### config.mk
export PLATFORM = sky130hd
export DESIGN_NAME = iea_indirect_access
export DESIGN_NICKNAME = d
export VERILOG_FILES = /design/src/logic/iea_pkg.sv /design/src/logic/iea_indirect_access.sv /design/src/logic/iea_ptr_next.sv
export SDC_FILE = /design/constraint.sdc
export NUM_CORES = 1
export LEC_CHECK = 0
export ABC_AREA = 1
export BUFFER_PORTS_ARGS = -buffer_cell sky130_fd_sc_hd__buf_2
export CAP_MARGIN = 20
export CORE_MARGIN = 4
export CORE_UTILIZATION = 48
export DETAILED_ROUTE_END_ITERATION = 7
export PLACE_DENSITY = 0.77
export SETUP_SLACK_MARGIN = 0.02
export SYNTH_ARGS = -nofsm -noshare
export SYNTH_HDL_FRONTEND = slang
export SYNTH_SLANG_ARGS = --single-unit
### constraint.sdc
create_clock -name sys_clk -period 1.5 [get_ports sys_clk]
set_input_delay 0.15 -clock sys_clk [delete_from_list [all_inputs] [get_ports sys_clk]]
set_output_delay 0.15 -clock sys_clk [all_outputs]
set_load 0.02 [all_outputs]
### src/logic/iea_pkg.sv
// Constants for the indirect extended register access block
package iea_pkg;
   localparam int ADDR_W = 5;
   localparam int DATA_W = 16;
   localparam logic [4:0] OFS_ACCESS_CONTROL = 5'h0D;
   localparam logic [4:0] OFS_ADDR_DATA_WINDOW = 5'h0E;
   localparam logic [4:0] OFS_GIGABIT_CAP_STATUS = 5'h0F;
   localparam logic [15:0] DIRECT_SPACE_TOP = 16'h001F;
   localparam int FUNC_HI = 15;
   localparam int FUNC_LO = 14;
   localparam int DEVSEL_HI = 4;
   localparam int DEVSEL_LO = 0;
   localparam logic [1:0] FUNC_RESET = 2'h0;
   localparam logic [4:0] DEVSEL_RESET = 5'h00;
   localparam logic [4:0] DEVSEL_VENDOR = 5'h1F;
   localparam logic [15:0] PTR_RESET = 16'h0000;
   localparam logic [15:0] PTR_STEP = 16'h0001;
   // 1000BASE-X FD/HD zero, 1000BASE-T FD/HD one, low field zero
   localparam logic [15:0] GIGABIT_CAP_VALUE = 16'h3000;
   typedef enum logic [1:0] {
      FUNC_ADDRESS = 2'h0,
      FUNC_DATA_NOINC = 2'h1,
      FUNC_DATA_INC_RW = 2'h2,
      FUNC_DATA_INC_WR = 2'h3
   } iea_func_e;
endpackage : iea_pkg

### src/logic/iea_indirect_access.sv
// Indirect access window into the extended register space
// How it works
// RQ1 - Extended registers above 0x1F are reached only via control and window registers.
// RQ2 - Function 00: window write loads the extended pointer.
// RQ3 - Controller loads the pointer before any extended data access.
// RQ4 - Function 01: window access hits pointed register, pointer unchanged.
// RQ5 - Function 10: window access hits pointed register, then pointer increments.
// RQ6 - Function 11: pointer increments after writes only, not after reads.
// RQ7 - Only device select 11111 honoured; other values make window accesses ignored.
// RQ8 - Controller programs 0x1F into the device select field first.
// RQ9 - Control bits 13:5 ignore writes and read zero.
// RQ10 - Window reads pointer in function 00, else selected extended data.
// RQ11 - Gigabit capability bits 15 and 14 read as zero.
// RQ12 - Gigabit capability bits 13 and 12 read as one.
// RQ13 - Gigabit capability bits 11:0 ignore writes and read zero.
// RQ14 - Pointer post-increment wraps from maximum back to zero.
`timescale 1ns/1ns
module iea_indirect_access (
   input wire logic sys_clk, // 100 MHz clock
   input wire logic arst_n, // Async reset, active low
   input wire logic [4:0] mgmtAddr, // Direct register address
   input wire logic mgmtWr, // Direct write strobe
   input wire logic mgmtRd, // Direct read strobe
   input wire logic [15:0] mgmtWdata, // Direct write data
   output logic [15:0] mgmtRdata, // Read data, registered
   output logic mgmtRdValid, // Read data valid pulse
   output logic mgmtHit, // Hit pulse, access in the previous cycle hit this block
   output logic [15:0] extPtr, // Extended pointer, read lookup address
   input wire logic [15:0] extRdata, // Extended data at extPtr
   output logic [15:0] extAccAddr, // Address of extended access
   output logic extWr, // Extended write pulse
   output logic [15:0] extWdata, // Extended write data
   output logic extRd // Extended read pulse, for read side effects
);
   logic [1:0] func_q;
   logic [4:0] devSel_q;
   logic [15:0] ptr_q;
   logic [15:0] ptr_d;
   logic [15:0] rdata_q;
   logic [15:0] rdata_d;
   logic rdValid_q;
   logic hit_q;
   logic [15:0] accAddr_q;
   logic extWr_q;
   logic [15:0] extWdata_q;
   logic extRd_q;

   wire logic selCtrl;
   wire logic selWin;
   wire logic selCap;
   wire logic devOk;
   wire logic winWr;
   wire logic winRd;
   wire logic dataMode;
   wire logic [15:0] ctrlRead;
   wire logic [15:0] winRead;

   // Direct space holds only 5-bit addresses, extended space has no direct path
   assign selCtrl = (mgmtAddr == iea_pkg::OFS_ACCESS_CONTROL); // see RQ1
   assign selWin = (mgmtAddr == iea_pkg::OFS_ADDR_DATA_WINDOW); // see RQ1
   assign selCap = (mgmtAddr == iea_pkg::OFS_GIGABIT_CAP_STATUS);
   assign devOk = (devSel_q == iea_pkg::DEVSEL_VENDOR); // see RQ7 see RQ8
   assign winWr = mgmtWr && selWin && devOk; // see RQ7
   assign winRd = mgmtRd && selWin && devOk; // see RQ7
   assign dataMode = (func_q != iea_pkg::FUNC_ADDRESS);
   assign ctrlRead = {func_q, 9'h000, devSel_q}; // see RQ9
   // Ignored device select reads back zero, no extended side effect
   assign winRead = !devOk ? 16'h0000 : dataMode ? extRdata : ptr_q; // see RQ10 see RQ3
   assign rdata_d = selCtrl ? ctrlRead :
                    selWin ? winRead :
                    selCap ? iea_pkg::GIGABIT_CAP_VALUE : // see RQ11 see RQ12 see RQ13
                    16'h0000;

   iea_ptr_next iea_ptr_next_i (
      .ptrCur(ptr_q),
      .func(func_q),
      .winWr(winWr),
      .winRd(winRd),
      .wrData(mgmtWdata),
      .ptrNext(ptr_d)
   );

   // Only function and device select are stored; middle bits are dropped
   always_ff @(posedge sys_clk or negedge arst_n) begin
      if (!arst_n) begin
         func_q <= iea_pkg::FUNC_RESET;
         devSel_q <= iea_pkg::DEVSEL_RESET;
      end else if (mgmtWr && selCtrl) begin
         func_q <= mgmtWdata[iea_pkg::FUNC_HI:iea_pkg::FUNC_LO];
         devSel_q <= mgmtWdata[iea_pkg::DEVSEL_HI:iea_pkg::DEVSEL_LO]; // see RQ9
      end
   end

   always_ff @(posedge sys_clk or negedge arst_n) begin
      if (!arst_n) begin
         ptr_q <= iea_pkg::PTR_RESET;
      end else begin
         ptr_q <= ptr_d; // see RQ2 see RQ4 see RQ5 see RQ6 see RQ14
      end
   end

   always_ff @(posedge sys_clk or negedge arst_n) begin
      if (!arst_n) begin
         rdata_q <= 16'h0000;
         rdValid_q <= 1'b0;
         hit_q <= 1'b0;
      end else begin
         rdValid_q <= mgmtRd;
         hit_q <= (mgmtRd || mgmtWr) && (selCtrl || selWin || selCap);
         if (mgmtRd) begin
            rdata_q <= rdata_d;
         end
      end
   end

   // Access address captured before the pointer moves
   always_ff @(posedge sys_clk or negedge arst_n) begin
      if (!arst_n) begin
         accAddr_q <= 16'h0000;
         extWr_q <= 1'b0;
         extWdata_q <= 16'h0000;
         extRd_q <= 1'b0;
      end else begin
         extWr_q <= winWr && dataMode; // see RQ4
         extRd_q <= winRd && dataMode; // see RQ4
         if ((winWr || winRd) && dataMode) begin
            accAddr_q <= ptr_q;
            extWdata_q <= mgmtWdata;
         end
      end
   end

   assign mgmtRdata = rdata_q;
   assign mgmtRdValid = rdValid_q;
   assign mgmtHit = hit_q;
   assign extPtr = ptr_q;
   assign extAccAddr = accAddr_q;
   assign extWr = extWr_q;
   assign extWdata = extWdata_q;
   assign extRd = extRd_q;
endmodule : iea_indirect_access

### src/logic/iea_ptr_next.sv
// Next value of the extended register pointer
`timescale 1ns/1ns
module iea_ptr_next (
   input wire logic [15:0] ptrCur, // Present pointer
   input wire logic [1:0] func, // Access function field
   input wire logic winWr, // Accepted window write
   input wire logic winRd, // Accepted window read
   input wire logic [15:0] wrData, // Window write data
   output logic [15:0] ptrNext // Pointer after this cycle
);
   wire logic isAddr;
   wire logic incOnRd;
   wire logic incOnWr;
   wire logic doInc;
   assign isAddr = (func == iea_pkg::FUNC_ADDRESS);
   assign incOnRd = (func == iea_pkg::FUNC_DATA_INC_RW); // see RQ5
   assign incOnWr = (func == iea_pkg::FUNC_DATA_INC_RW) || (func == iea_pkg::FUNC_DATA_INC_WR); // see RQ5 see RQ6
   assign doInc = (winWr && incOnWr) || (winRd && incOnRd);
   // Plain 16-bit add drops the carry, so the pointer wraps to zero
   assign ptrNext = (winWr && isAddr) ? wrData : // see RQ2
                    doInc ? ptrCur + iea_pkg::PTR_STEP : // see RQ14
                    ptrCur; // see RQ4
endmodule : iea_ptr_next

==> flow_summary_export.csv <==
group,metric,value,unit
status,status,"finished with violations",
status,violations,"negative setup slack",
logic_synthesis,synthCells,477,
timing,worst_slack,-94.06,ps
logic_synthesis,synth-compound-area-share,13.45,%
logic_synthesis,syn_nets,519,
logic_synthesis,synth_top_cell_area_share,47.15,%
timing,hold_viol,0,
detailed_routing,drtPass1Iterations,5,
clock_tree,clock-sinks,75,
power_and_ir_drop,power.total,4.458,mW
timing,tightestPinTransition,402.7,ps
timing,relSlewSlack,73.09,%
floorplan,core_region_area,0.007888,mm²
global_route,grt_overflow,0,
setup_path,cp-start-kind,"register",
timing,fin_skew,10.40,ps
logic_synthesis,synth_xor_area_share,1.100,%
finish,fill_cells,590,
logic_synthesis,yosysTopAreaCell,"dfrtp_1",
logic_synthesis,synth_ff_type,"dfrtp_1",
clock_tree,path_clk_slew,80,ps
setup_path,cpMaxStageDelayCell,"dfrtp_2",
finish,multi_input_area,0.002003,mm²
detailed_routing,drc,0,
finish,mostFrequentLayoutCells,"125 x nand2_1, 107 x buf_2, 72 x dfrtp_1",
logic_synthesis,synth-seq-cells,75,
clock_tree,cts_buffers,9,
power_and_ir_drop,ir_drop,548.4,µV
clock_tree,insertion_delay,360,ps
detailed_routing,avgRoutedWirePerCell,17.60,µm
logic_synthesis,synth_top_family_by_area,"simple AND/OR/NAND/NOR gates",
place,post-dp-hpwl,8475,µm
setup_path,crit_top_cell,"nand2_1",
job,cap_violations,0,
setup_path,worstSetupPathType,"reg2reg",
detailed_routing,vias_per_cell,5.601,
floorplan,dieArea,0.009813,mm²
detailed_routing,drt_iter0_drc,281,
detailed_routing,wl,13000,µm
global_route,grt_pass1_vias,3882,
logic_synthesis,synth-seq-area-share,47.15,%
finish,diodes,0,
floorplan,rows,32,
finish,regArea,0.001881,mm²
global_route,grt_util_all_layers,25.28,%
timing,finalCritPeriodShare,106.3,%
timing,setup-violations-final,27,
setup_path,cpPeakStageDelay,460,ps
clock_tree,clock_path_buffers,2,
setup_path,critPathCaptureType,"register",
logic_synthesis,synthDistinctLibCells,29,
global_route,antenna_found_initial,0,
setup_path,critical_path_arrival,1900,ps
setup_path,cp_cell_sequence,"nor2_4 -> buf_4 -> nand3_1 -> buf_6 -> o21ai_0 -> nand2_1 -> nand2_1",
global_route,grt_max_degree,32,
timing,drv_slew,0,
place,place.gp.congestion,0.8809,
min_path,worstHoldPathType,"in2reg",
logic_synthesis,ys_warn_count,0,
place,dp_worst_setup_slack,-47.82,ps
floorplan,die_h,99.06,µm
clock_tree,h-tree-depth,3,
timing,min_period,1594,ps
logic_synthesis,synth.avg_cell_area,8.344,µm²
timing,rsz0062_at_grt,"true",
floorplan,pin_count,109,
floorplan,die_w,99.06,µm
logic_synthesis,synth_edf_count,0,
logic_synthesis,yosys.area_share.simple,29.86,%
logic_synthesis,synthAdderAreaFrac,0.3144,%
power_and_ir_drop,total_leakage_power,3.026,nW
logic_synthesis,muxShareOfSynthArea,0,%
finish,num-nets-final,674,
setup_path,cp.required,1800,ps
global_route,grt_first_pass_wirelength,19640,µm
logic_synthesis,ys_top_cells_by_area,"dfrtp_1 47%, nand2_1 14%, o21ai_2 7.0%",
place,io_buffers,108,
timing,fin_hold_ws,42.33,ps
power_and_ir_drop,p_per_area,799.8,mW/mm²
clock_tree,cts_tree,"yes",
detailed_routing,num_vias,4139,
logic_synthesis,syn_area,0.003980,mm²
finish,area_growth_syn_to_layout,40.05,%
setup_path,crit_path_max_fanout,8,
finish,drive_gt1_share,43.01,%
finish,layout_commonest_cell,"nand2_1",
detailed_routing,drtAntennaViolNets,0,
timing,fmax,627.3,MHz
logic_synthesis,async_flop_share,100.0,%
floorplan,start_util,50.46,%
clock_tree,cts_root_buf,"clkbuf_8",
==> where the power goes <==
| part | leakage, nW | switching [mW] | internal, mW |
|---|---|---|---|
| clock network | 0.111 | 0.784 | 0.985 |
| registers | 1.03 | 0.0520 | 2.06 |
| logic | 1.88 | 0.366 | 0.209 |
==> synthesized netlist by cell type (5+ instances only) <==
cell type / instances
xor2_1: 5
nand4_1: 21
o21ai_0: 29
clkbuf_1: 6
nor2_1: 17
nand3_1: 42
buf_6: 7
inv_1: 47
nand2_1: 150
dfrtp_1: 75
o21ai_2: 32
o21ai_1: 12
==> sequential cells by signal, summed over array words and instances (netlist names), 2 cells and up <==
| register | cells |
|---|---|
| func_q | 2 |
| mgmtRdata | 16 |
| devSel_q | 5 |
| extAccAddr | 16 |
| extWdata | 16 |
| extPtr | 16 |
==> metrics by stage <==
stage               std cells  cell area, µm²  util (%)  setup TNS [ps]
finish                    739            5574     70.67          -635.1
floorplan                 477            3981         -               0
global placement          705            4845     61.42          -17.25
global route              739            5574     70.67           -3103
CTS                       731            5275     66.88               0
detailed placement        705            4845     61.42          -167.1
==> critical path, delay by kind of cell, from the launching register on <==
| kind | cells | cell delay, ps |
|---|---|---|
| AND/OR/NAND/NOR | 4 | 470 |
| AO/OA/AOI/OAI | 1 | 250 |
| flip-flops | 1 | 460 |
| buffers and inverters | 2 | 360 |
==> final cells by class <==
| cell class | instances | area share, % |
|---|---|---|
| multi-input combinational | 333 | 35.94 |
| sequential | 75 | 33.74 |
| timing repair buffer | 163 | 20.74 |
| inverter | 50 | 3.367 |
| clock buffer | 12 | 2.604 |
| tap | 102 | 2.290 |
| clock inverter | 4 | 1.324 |
==> final timing paths <==
path / slack [ps] / cells past startpoint / endpoint / from
setup / recovery: -90 / 7 / extPtr[1] / func_q[0]
hold / removal: 40 / 3 / extWdata[7] / mgmtWdata[7]
setup reg to reg: -90 / 7 / extPtr[1] / func_q[0]
hold reg to reg: 490 / 2 / extAccAddr[8] / extAccAddr[8]
max in group asynchronous: 780 / 3 / mgmtRdata[12] / arst_n
min in group asynchronous: 190 / 2 / mgmtRdata[3] / arst_n
==> cells by family after synthesis <==
logic type      count (synthesis)
xor+xnor                        5
simple gates                  249
fa+ha+maj                       1
flops                          75
compound gates                 78
buf+inv                        69
==> routing by layer <==
layer	wire (µm)	track usage, %
met5	0	0
met1	4973	33.44
met4	452	8.718
met3	1322	5.662
met2	6255	41.06
==> repair_timing <==
action | in CTS | in global routing
hold buffers | 1 | 0
gates cloned | 0 | 4
setup buffers | 9 | 4
pin swaps | 14 | 7
gates resized for setup | 22 | 49
setup endpoints to repair | 29 | 54
hold endpoints to repair | 75 | 0
(Power assumes the default switching activity.)
